<file path="src/gpp_map.svh">
// register offsets, field positions, reset values and widths of the gpio port block
`ifndef GPP_MAP_SVH
`define GPP_MAP_SVH

`define GPP_ADDR_W 4
`define GPP_A_PA_DATA 4'h0
`define GPP_A_PA_DIR 4'h1
`define GPP_A_PA_PULL 4'h2
`define GPP_A_PA_WAKE 4'h3
`define GPP_A_PB_DATA 4'h4
`define GPP_A_PB_DIR 4'h5
`define GPP_A_PB_PULL 4'h6
`define GPP_A_PULL_STR 4'h7
`define GPP_A_DRIVE 4'h8
`define GPP_A_PORT_A_FUNCTION_SELECT_0 4'h9
`define GPP_A_PORT_A_FUNCTION_SELECT_1 4'ha
`define GPP_A_PORT_B_FUNCTION_SELECT_0 4'hb
`define GPP_A_PORT_B_FUNCTION_SELECT_1 4'hc

`define GPP_PA_W 8
`define GPP_PB_W 5
`define GPP_STR_BIT 0
`define GPP_PORT_A_FUNCTION_SELECT_1_MASK 8'hf3
`define GPP_PORT_B_FUNCTION_SELECT_1_MASK 8'h03
`define GPP_SEL_GPIO 2'h0

`define GPP_RST_DATA 8'hff
`define GPP_RST_DIR 8'hff
`define GPP_RST_PULL 8'h00
`define GPP_RST_WAKE 8'h00
`define GPP_RST_STR 1'h0
`define GPP_RST_DRIVE 8'h00
`define GPP_RST_SEL 8'h00

`endif

</file>
<file path="src/gpp_pkg.sv">
// types shared by the gpio port block
package gpp_pkg;

   typedef enum logic [1:0] {
      GPP_MODE_NORMAL = 2'b00,
      GPP_MODE_IDLE = 2'b01,
      GPP_MODE_SLEEP = 2'b10
   } gpp_mode_e;

   typedef struct packed {
      logic [7:0] pa_dat;
      logic [7:0] pa_dir;
      logic [7:0] pa_pul;
      logic [7:0] pa_wak;
      logic [4:0] pb_dat;
      logic [4:0] pb_dir;
      logic [4:0] pb_pul;
      logic str;
      logic [7:0] drive;
      logic [7:0] port_a_function_select_0;
      logic [7:0] port_a_function_select_1;
      logic [7:0] port_b_function_select_0;
      logic [1:0] port_b_function_select_1;
      logic [7:0] rdata;
      logic wake;
   } gpp_state_s;

   typedef struct packed {
      logic [7:0] s1;
      logic [7:0] s2;
      logic [7:0] s3;
   } gpp_sync_s;

endpackage : gpp_pkg

</file>
<file path="src/gpp_wake_det.sv">
// pin synchroniser and falling edge detector for wake-up
`timescale 1ns/1ps
`include "gpp_map.svh"

module gpp_wake_det #(
   parameter int W = 8
) (
   input wire logic ref_clk,
   input wire logic rst,
   input wire logic [W-1:0] pin_in,
   output logic [W-1:0] fall
);
   import gpp_pkg::*;

   gpp_sync_s s_q;
   gpp_sync_s s_d;

   ////////////////////////////////////////////////////////////////////////////
   // s1 feeds only s2; edge logic looks at s2 and s3
   always_comb begin
      s_d = s_q;
      s_d.s1 = 8'(pin_in);
      s_d.s2 = s_q.s1;
      s_d.s3 = s_q.s2;
   end

   always_ff @(posedge ref_clk or posedge rst) begin
      if (rst) begin
         s_q <= '{s1: 8'hff, s2: 8'hff, s3: 8'hff};
      end else begin
         s_q <= s_d;
      end
   end

   // a steady low gives no pulse, only a high to low step
   assign fall = W'(s_q.s3 & ~s_q.s2);

endmodule : gpp_wake_det

</file>
<file path="src/gpp_port.sv">
// gpio ports a and b: registers, pull-high, drive level, function select, wake-up
// Summary of operation
// - pull-high bit 1 enables that pin's pull-high, 0 disables; cleared at reset
// - pull-high acts only while the pin is a digital input function
// - pull strength bit 0 picks weak (0) or strong (1) for all pulls
// - pull strength only matters on pins whose pull-high is enabled
// - pull strength register bits 7 to 1 read as zero
// - a falling edge on an enabled port a pin raises wake-up
// - wake enable bits 7 to 0 map port a pins 7 to 0; cleared at reset
// - wake-up only for gpio inputs while in idle or sleep mode
// - direction bit 1 is input read from pin, 0 is cmos output; reset 1
// - reading an output pin returns its data latch, not the pin level
// - drive level holds four 2-bit fields for port a pin pairs; reset 0
// - output latch holds its value until written again
// - function select fields are two bits; code 00 is plain gpio
//
// Implementation choices: the strobed register port and the address map.
`timescale 1ns/1ps
`include "gpp_map.svh"

module gpp_port #(
   parameter int PA_W = `GPP_PA_W,
   parameter int PB_W = `GPP_PB_W
) (
   input wire logic ref_clk,
   input wire logic rst,
   input wire logic [`GPP_ADDR_W-1:0] addr,
   input wire logic [7:0] wr_data,
   input wire logic wr_en,
   input wire logic rd_en,
   output logic [7:0] rd_data,
   input wire gpp_pkg::gpp_mode_e lp_mode,
   input wire logic [7:0] pa_in,
   output logic [7:0] pa_out,
   output logic [7:0] pa_oe_n,
   output logic [7:0] pa_pull_en,
   output logic [7:0] pa_pull_strong,
   output logic [15:0] pa_drive_lvl,
   output logic [15:0] pa_func_sel,
   input wire logic [4:0] pb_in,
   output logic [4:0] pb_out,
   output logic [4:0] pb_oe_n,
   output logic [4:0] pb_pull_en,
   output logic [4:0] pb_pull_strong,
   output logic [9:0] pb_func_sel,
   output logic wake_req
);
   import gpp_pkg::*;

   ////////////////////////////////////////////////////////////////////////////
   // decoding shared by both ports

   function automatic logic [7:0] gpp_gpio_mask(input logic [15:0] sel);
      logic [7:0] m;
      m = 8'h00;
      for (int i = 0; i < 8; i++) begin
         m[i] = (sel[2*i +: 2] == `GPP_SEL_GPIO);
      end
      return m;
   endfunction : gpp_gpio_mask

   function automatic logic [7:0] gpp_rd_pin(input logic [7:0] dir,
                                             input logic [7:0] pin,
                                             input logic [7:0] lat);
      return (dir & pin) | (~dir & lat);
   endfunction : gpp_rd_pin

   localparam gpp_state_s RST_STATE = '{
      pa_dat: `GPP_RST_DATA,
      pa_dir: `GPP_RST_DIR,
      pa_pul: `GPP_RST_PULL,
      pa_wak: `GPP_RST_WAKE,
      pb_dat: 5'h1f,
      pb_dir: 5'h1f,
      pb_pul: 5'h00,
      str: `GPP_RST_STR,
      drive: `GPP_RST_DRIVE,
      port_a_function_select_0: `GPP_RST_SEL,
      port_a_function_select_1: `GPP_RST_SEL,
      port_b_function_select_0: `GPP_RST_SEL,
      port_b_function_select_1: 2'h0,
      rdata: 8'h00,
      wake: 1'b0
   };

   gpp_state_s s_q;
   gpp_state_s s_d;

   logic [15:0] pa_sel;
   logic [15:0] pb_sel;
   logic [7:0] pa_gpio;
   logic [7:0] pb_gpio;
   logic [7:0] pa_fall;
   logic [7:0] wake_hit;
   logic lp_active;

   ////////////////////////////////////////////////////////////////////////////
   // function select fields per pin; pa5 has no field and stays gpio

   assign pa_sel = {s_q.port_a_function_select_1[7:4], `GPP_SEL_GPIO, s_q.port_a_function_select_1[1:0], s_q.port_a_function_select_0};
   assign pb_sel = {6'h00, s_q.port_b_function_select_1, s_q.port_b_function_select_0};
   assign pa_gpio = gpp_gpio_mask(pa_sel);
   assign pb_gpio = gpp_gpio_mask(pb_sel);
   assign pa_func_sel = pa_sel;
   assign pb_func_sel = pb_sel[9:0];

   ////////////////////////////////////////////////////////////////////////////
   // wake-up path

   gpp_wake_det #(
      .W(PA_W)
   ) u_wake (
      .ref_clk(ref_clk),
      .rst(rst),
      .pin_in(pa_in),
      .fall(pa_fall)
   );

   assign lp_active = (lp_mode == GPP_MODE_IDLE) || (lp_mode == GPP_MODE_SLEEP);
   // only gpio inputs may wake; a pin driven by the port cannot wake itself
   assign wake_hit = pa_fall & s_q.pa_wak & pa_gpio & s_q.pa_dir;

   ////////////////////////////////////////////////////////////////////////////
   // register file and next state

   always_comb begin
      s_d = s_q;
      s_d.wake = lp_active && (wake_hit != 8'h00);
      if (wr_en) begin
         unique case (addr)
            `GPP_A_PA_DATA: begin
               s_d.pa_dat = wr_data;
            end
            `GPP_A_PA_DIR: begin
               s_d.pa_dir = wr_data;
            end
            `GPP_A_PA_PULL: begin
               s_d.pa_pul = wr_data;
            end
            `GPP_A_PA_WAKE: begin
               s_d.pa_wak = wr_data;
            end
            `GPP_A_PB_DATA: begin
               s_d.pb_dat = wr_data[4:0];
            end
            `GPP_A_PB_DIR: begin
               s_d.pb_dir = wr_data[4:0];
            end
            `GPP_A_PB_PULL: begin
               s_d.pb_pul = wr_data[4:0];
            end
            `GPP_A_PULL_STR: begin
               s_d.str = wr_data[`GPP_STR_BIT];
            end
            `GPP_A_DRIVE: begin
               s_d.drive = wr_data;
            end
            `GPP_A_PORT_A_FUNCTION_SELECT_0: begin
               s_d.port_a_function_select_0 = wr_data;
            end
            `GPP_A_PORT_A_FUNCTION_SELECT_1: begin
               s_d.port_a_function_select_1 = wr_data & `GPP_PORT_A_FUNCTION_SELECT_1_MASK;
            end
            `GPP_A_PORT_B_FUNCTION_SELECT_0: begin
               s_d.port_b_function_select_0 = wr_data;
            end
            `GPP_A_PORT_B_FUNCTION_SELECT_1: begin
               s_d.port_b_function_select_1 = wr_data[1:0];
            end
            default: begin
               // unmapped writes are dropped
            end
         endcase
      end
      if (rd_en) begin
         unique case (addr)
            `GPP_A_PA_DATA: begin
               s_d.rdata = gpp_rd_pin(s_q.pa_dir, pa_in, s_q.pa_dat);
            end
            `GPP_A_PA_DIR: begin
               s_d.rdata = s_q.pa_dir;
            end
            `GPP_A_PA_PULL: begin
               s_d.rdata = s_q.pa_pul;
            end
            `GPP_A_PA_WAKE: begin
               s_d.rdata = s_q.pa_wak;
            end
            `GPP_A_PB_DATA: begin
               s_d.rdata = gpp_rd_pin({3'h0, s_q.pb_dir}, {3'h0, pb_in},
                                      {3'h0, s_q.pb_dat});
            end
            `GPP_A_PB_DIR: begin
               s_d.rdata = {3'h0, s_q.pb_dir};
            end
            `GPP_A_PB_PULL: begin
               s_d.rdata = {3'h0, s_q.pb_pul};
            end
            `GPP_A_PULL_STR: begin
               s_d.rdata = {7'h00, s_q.str};
            end
            `GPP_A_DRIVE: begin
               s_d.rdata = s_q.drive;
            end
            `GPP_A_PORT_A_FUNCTION_SELECT_0: begin
               s_d.rdata = s_q.port_a_function_select_0;
            end
            `GPP_A_PORT_A_FUNCTION_SELECT_1: begin
               s_d.rdata = s_q.port_a_function_select_1;
            end
            `GPP_A_PORT_B_FUNCTION_SELECT_0: begin
               s_d.rdata = s_q.port_b_function_select_0;
            end
            `GPP_A_PORT_B_FUNCTION_SELECT_1: begin
               s_d.rdata = {6'h00, s_q.port_b_function_select_1};
            end
            default: begin
               s_d.rdata = 8'h00;
            end
         endcase
      end
   end

   always_ff @(posedge ref_clk or posedge rst) begin
      if (rst) begin
         s_q <= RST_STATE;
      end else begin
         s_q <= s_d;
      end
   end

   ////////////////////////////////////////////////////////////////////////////
   // pin side outputs

   assign rd_data = s_q.rdata;
   assign wake_req = s_q.wake;
   assign pa_out = s_q.pa_dat;
   assign pb_out = s_q.pb_dat;
   // oe_n low drives the pin; peripheral functions take the pad elsewhere
   assign pa_oe_n = s_q.pa_dir | ~pa_gpio;
   assign pb_oe_n = s_q.pb_dir | ~pb_gpio[4:0];
   // pull only on gpio inputs; cmos outputs never see a pull
   assign pa_pull_en = s_q.pa_pul & s_q.pa_dir & pa_gpio;
   assign pb_pull_en = s_q.pb_pul & s_q.pb_dir & pb_gpio[4:0];
   assign pa_pull_strong = pa_pull_en & {8{s_q.str}};
   assign pb_pull_strong = pb_pull_en & {5{s_q.str}};

   for (genvar g = 0; g < 8; g++) begin : g_drive
      assign pa_drive_lvl[2*g +: 2] = s_q.drive[2*(g/2) +: 2];
   end
endmodule : gpp_port

</file>
<file path="config.mk">
export PLATFORM = sky130hd
export DESIGN_NAME = gpp_port
export DESIGN_NICKNAME = d
export VERILOG_FILES = /design/src/gpp_pkg.sv /design/src/gpp_wake_det.sv /design/src/gpp_port.sv
export VERILOG_INCLUDE_DIRS = /design/src /design/src/src
export SDC_FILE = /design/constraint.sdc
export NUM_CORES = 1
export LEC_CHECK = 0
export ABC_AREA = 1
export BUFFER_PORTS_ARGS = -buffer_cell sky130_fd_sc_hd__buf_2
export CAP_MARGIN = 15
export CORE_MARGIN = 2
export CORE_UTILIZATION = 38
export CTS_CLUSTER_SIZE = 30
export DETAILED_ROUTE_END_ITERATION = 10
export SYNTH_ARGS = -nofsm -noshare
export SYNTH_HDL_FRONTEND = slang
export SYNTH_SLANG_ARGS = --single-unit
</file>
<file path="constraint.sdc">
create_clock -name ref_clk -period 3.75 [get_ports ref_clk]
set_input_delay 0 -clock ref_clk [delete_from_list [all_inputs] [get_ports ref_clk]]
set_output_delay 0 -clock ref_clk [all_outputs]
set_load 0.05 [all_outputs]
</file>
==> results_dict.tcl <==
set metrics [dict create \
    design.portCount 134 \
    fin_area_um2 6972 \
    reg2regPathDepth 8 \
    core-area_um2 15260 \
    detailedRoute.firstIterationViolations 387 \
    tritoncts.num_buffers 17 \
    hold_path_depth 3 \
    rsz0062_at_grt "no" \
    cp_cell_sequence "inv_1 > nor4_1 > buf_2" \
    floorplan.initialDensity_pct 38.89 \
    finalWeightedCongestion 0.9390 \
    place.port_buffers 131 \
    setup_ws_final_ns 1.832 \
    timing_worst_setup_path_type "reg2out" \
    clk-insertion-delay-late_ns 0.42 \
    dpl_worst_slack_ns 2.278 \
    crit_arrival_ns 1.92 \
    grt.overflow.total 0 \
    cts_max_path_buffers 2 \
    via_per_inst 4.796 \
    r2r_end "rd_data[0]$_DFFE_PP0P_" \
    grt_pass1_vias 4734 \
    clock-sinks 113 \
    crit_path_start_kind "flop" \
    max_stage_delay_ns 0.50 \
    worst_hold_path.endpoint "s_q[66]$_DFFE_PP0P_" \
    dr_total_vias 4959 \
    grtUsageTotal_pct 22.52 \
    floorplan.rows 45 \
    synth_seq_area_share_pct 48.70 \
    period_share_pct 51.14 \
    yosysTopAreaCellShare_pct 26.57 \
    timing.setup.tns_ns 0 \
    critical_path_required_ns 3.75 \
    die_width_um 129.0 \
    cts-htree-levels 4 \
    hold_viol_final 0 \
    cts_root_buffer "sky130_fd_sc_hd__clkbuf_16" \
    final_core_util_pct 45.69 \
    r2r_setup_slack_ns 2.30 \
    hold_path.startpoint "wr_data[7]" \
    final_max_slew_viol_count 0 \
    power.ir.vdd_worst_mv 0.3353 \
    syn_area_um2 5934 \
    placedInstanceArea_um2 6287 \
    postSynthCellCount 723 \
    final_antenna_net_count 0 \
    total_leakage_power_nw 3.591 \
    power-per-cell-area_nw_per_um2 678.8 \
    class_of_the_tightest_hold_or_removal_check "in2reg" \
    worstSetupEndpointType "output port" \
    insertedDiodeCount 0 \
    timing.critical_path.fanout_max 13 \
    finalClockSkew_ns 0.006876 \
    worst_max_slew_pin_slew_ns 0.6453 \
    crit-reg2reg-launch "s_q[75]$_DFFE_PP1P_" \
    instances_no_fill 1034 \
    grt_pass1_wl_mm 27.35 \
    cell_with_the_biggest_individual_delay_on_the_critical_path "sky130_fd_sc_hd__nor4_1" \
    antenna_violations_before_repair 0 \
    area_of_the_die_um2 16630 \
    drcViolationCount 0 \
    placed_cells 990 \
    clock_slew_at_the_register_clock_pins_of_the_worst_setup_and_hold_paths_ns 0.05 \
    synthDominantAreaCellType "sky130_fd_sc_hd__dfrtp_1" \
    min_cycle_time_layout_ns 1.918 \
    ys_seq_elements 113 \
    highest_clock_frequency_the_design_can_meet_mhz 521.4 \
    pin_count_of_the_biggest_net_entering_global_routing 51 \
    timing.max_slew.rel_slack_pct 56.93 \
    drt-pass1-iter-count 5 \
    outcome "completed" \
    finalWirelength_mm 17.83 \
    nNetsFinal 841 \
    clock_tree_from_tritoncts "yes" \
    route.detailed.wl_per_inst_um 17.25 \
    synth.avg_cell_area_um2 8.208 \
    yosysUniqueCellTypes 29 \
    yosysWarningCount 0 \
    setup-violations-final 0 \
    detailed_place_hpwl_mm 13.31 \
    postCtsResizedCells 0 \
    timing.max_cap.violations 0 \
    layout.filler_cells 1558 \
    synth_area_leaders "sky130_fd_sc_hd__dfrtp_1, sky130_fd_sc_hd__dfstp_2, sky130_fd_sc_hd__nand2_1" \
    syn2layout_area_growth_pct 17.48 \
    fraction_of_layout_cells_with_a_size_suffix_above_1_pct 32.44 \
    die_height_um 129.0 \
]
[critical path: cells and delay by family (launching register included)]
| family | cells | cell delay, ns |
|---|---|---|
| buffers and inverters | 2 | 0.64 |
| flip-flops | 1 | 0.36 |
| AND/OR/NAND/NOR | 1 | 0.50 |
[Yosys cell counts]
| cell | instances |
|---|---|
| sky130_fd_sc_hd__a21oi_1 | 1 |
| sky130_fd_sc_hd__and2_1 | 1 |
| sky130_fd_sc_hd__buf_2 | 2 |
| sky130_fd_sc_hd__buf_4 | 66 |
| sky130_fd_sc_hd__buf_6 | 6 |
| sky130_fd_sc_hd__clkbuf_1 | 4 |
| sky130_fd_sc_hd__conb_1 | 1 |
| sky130_fd_sc_hd__dfrtp_1 | 63 |
| sky130_fd_sc_hd__dfstp_2 | 50 |
| sky130_fd_sc_hd__inv_1 | 60 |
| sky130_fd_sc_hd__inv_2 | 4 |
| sky130_fd_sc_hd__nand2_1 | 251 |
| sky130_fd_sc_hd__nand2_2 | 8 |
| sky130_fd_sc_hd__nand2_4 | 6 |
| sky130_fd_sc_hd__nand3_1 | 12 |
| sky130_fd_sc_hd__nand3_2 | 1 |
| sky130_fd_sc_hd__nand3b_1 | 3 |
| sky130_fd_sc_hd__nand4_1 | 5 |
| sky130_fd_sc_hd__nor2_1 | 43 |
| sky130_fd_sc_hd__nor2_2 | 2 |
| sky130_fd_sc_hd__nor2_4 | 9 |
| sky130_fd_sc_hd__nor3_1 | 14 |
| sky130_fd_sc_hd__nor3b_1 | 2 |
| sky130_fd_sc_hd__nor4_1 | 12 |
| sky130_fd_sc_hd__o21ai_0 | 40 |
| sky130_fd_sc_hd__o21ai_1 | 30 |
| sky130_fd_sc_hd__o21ai_2 | 24 |
| sky130_fd_sc_hd__o22ai_1 | 2 |
| sky130_fd_sc_hd__xnor2_1 | 1 |
[placed cells by master, fill, tap and decap left out, types with 2 or more instances in the layout]
cell and n:
sky130_fd_sc_hd__nor2_1 43, sky130_fd_sc_hd__o21ai_1 30, sky130_fd_sc_hd__clkbuf_16 17, sky130_fd_sc_hd__nor3b_1 2, sky130_fd_sc_hd__inv_1 59, sky130_fd_sc_hd__nand2_4 6, sky130_fd_sc_hd__nor2_2 2, sky130_fd_sc_hd__inv_2 4
sky130_fd_sc_hd__dfstp_2 50, sky130_fd_sc_hd__conb_1 2, sky130_fd_sc_hd__dfrtp_1 63, sky130_fd_sc_hd__nor2_4 9, sky130_fd_sc_hd__o21ai_0 40, sky130_fd_sc_hd__nor3_1 14, sky130_fd_sc_hd__o22ai_1 2, sky130_fd_sc_hd__nand4_1 5
sky130_fd_sc_hd__nand3_1 12, sky130_fd_sc_hd__buf_2 131, sky130_fd_sc_hd__o21ai_2 24, sky130_fd_sc_hd__clkinv_2 6, sky130_fd_sc_hd__clkinvlp_4 2, sky130_fd_sc_hd__clkbuf_1 3, sky130_fd_sc_hd__nor4_1 12, sky130_fd_sc_hd__buf_4 2
sky130_fd_sc_hd__nand3b_1 3, sky130_fd_sc_hd__nand2_1 251, sky130_fd_sc_hd__dlygate4sd3_1 12, sky130_fd_sc_hd__nand2_2 8, sky130_fd_sc_hd__bufinv_16 2
[metrics by stage]
step / power, mW / hold slack, ns
after floorplan: 2.962 / 0.004478
after global placement: 3.164 / 0.1215
after detailed placement: 3.179 / 0.1231
after CTS: 4.749 / 0.06093
after global routing: 4.947 / 0.06842
final: 4.733 / 0.06046
[repair_timing]
item                      in CTS  in global routing
hold endpoints to repair      43                  0
buffers inserted               0                  0
hold buffers                  12                  0
[how the worst max path moves through the flow]
| stage | from | end | cells past startpoint | slack (ns) |
|---|---|---|---|---|
| CTS | s_q[43]$_DFFE_PP0P_ | pa_pull_strong[6] | 3 | 1.82 |
| floorplan | rst | pa_drive_lvl[0]$_DFFE_PP0P_ | 1 | 0.85 |
| detailed placement | s_q[43]$_DFFE_PP0P_ | pa_pull_strong[6] | 3 | 2.28 |
| finish | s_q[43]$_DFFE_PP0P_ | pa_pull_strong[3] | 3 | 1.83 |
| global placement | s_q[43]$_DFFE_PP0P_ | pa_pull_strong[6] | 3 | 2.31 |
| global route | s_q[43]$_DFFE_PP0P_ | pa_pull_strong[7] | 3 | 1.74 |
[logic make-up (layout without fill, tap and decap cells)]
family	Yosys count	count (layout)	share of synthesized area, %
simple gates	369	369	27.39
buf+inv	142	241	13.96
flops	113	113	48.70
compound gates	97	97	9.740
other cells	1	2	0.06319
xor+xnor	1	1	0.1476
[sequential cells by signal, indices dropped and copies added (netlist names)]
| signal | count |
|---|---|
| s_q | 35 |
| u_wake.s_d | 16 |
| pa_func_sel | 14 |
| pb_func_sel | 10 |
| pa_drive_lvl | 8 |
| pa_out | 8 |
| rd_data | 8 |
| u_wake.s_q | 8 |
| pb_out | 5 |
| wake_req | 1 |
[routing by layer]
layer | GRT usage, % | part of all wire, %
met4 | 8.376 | 2.3
met2 | 32.87 | 43
met5 | 0 | 0
met1 | 32.23 | 48
met3 | 5.821 | 6.5
[where the power goes]
group          switching [mW]  internal, mW  leakage [nW]  total (mW)
sequential              0.205          1.48          1.33        1.69
clock                   0.571         0.985         0.276        1.56
combinational            1.17         0.323          1.98        1.49
total                    1.94          2.79          3.59        4.73
[area by class of cell]
class | count | area [µm²] | area share [%]
clock buffers | 21 | 450.4 | 6.461
clock inverters | 11 | 113.9 | 1.633
inverters | 64 | 242.7 | 3.482
multi-input cells | 469 | 2220 | 31.84
flip-flops and latches | 113 | 2890 | 41.46
well taps | 211 | 264.0 | 3.787
repair buffers | 145 | 790.8 | 11.34
Note: power is estimated with default switching activity, not from simulation.
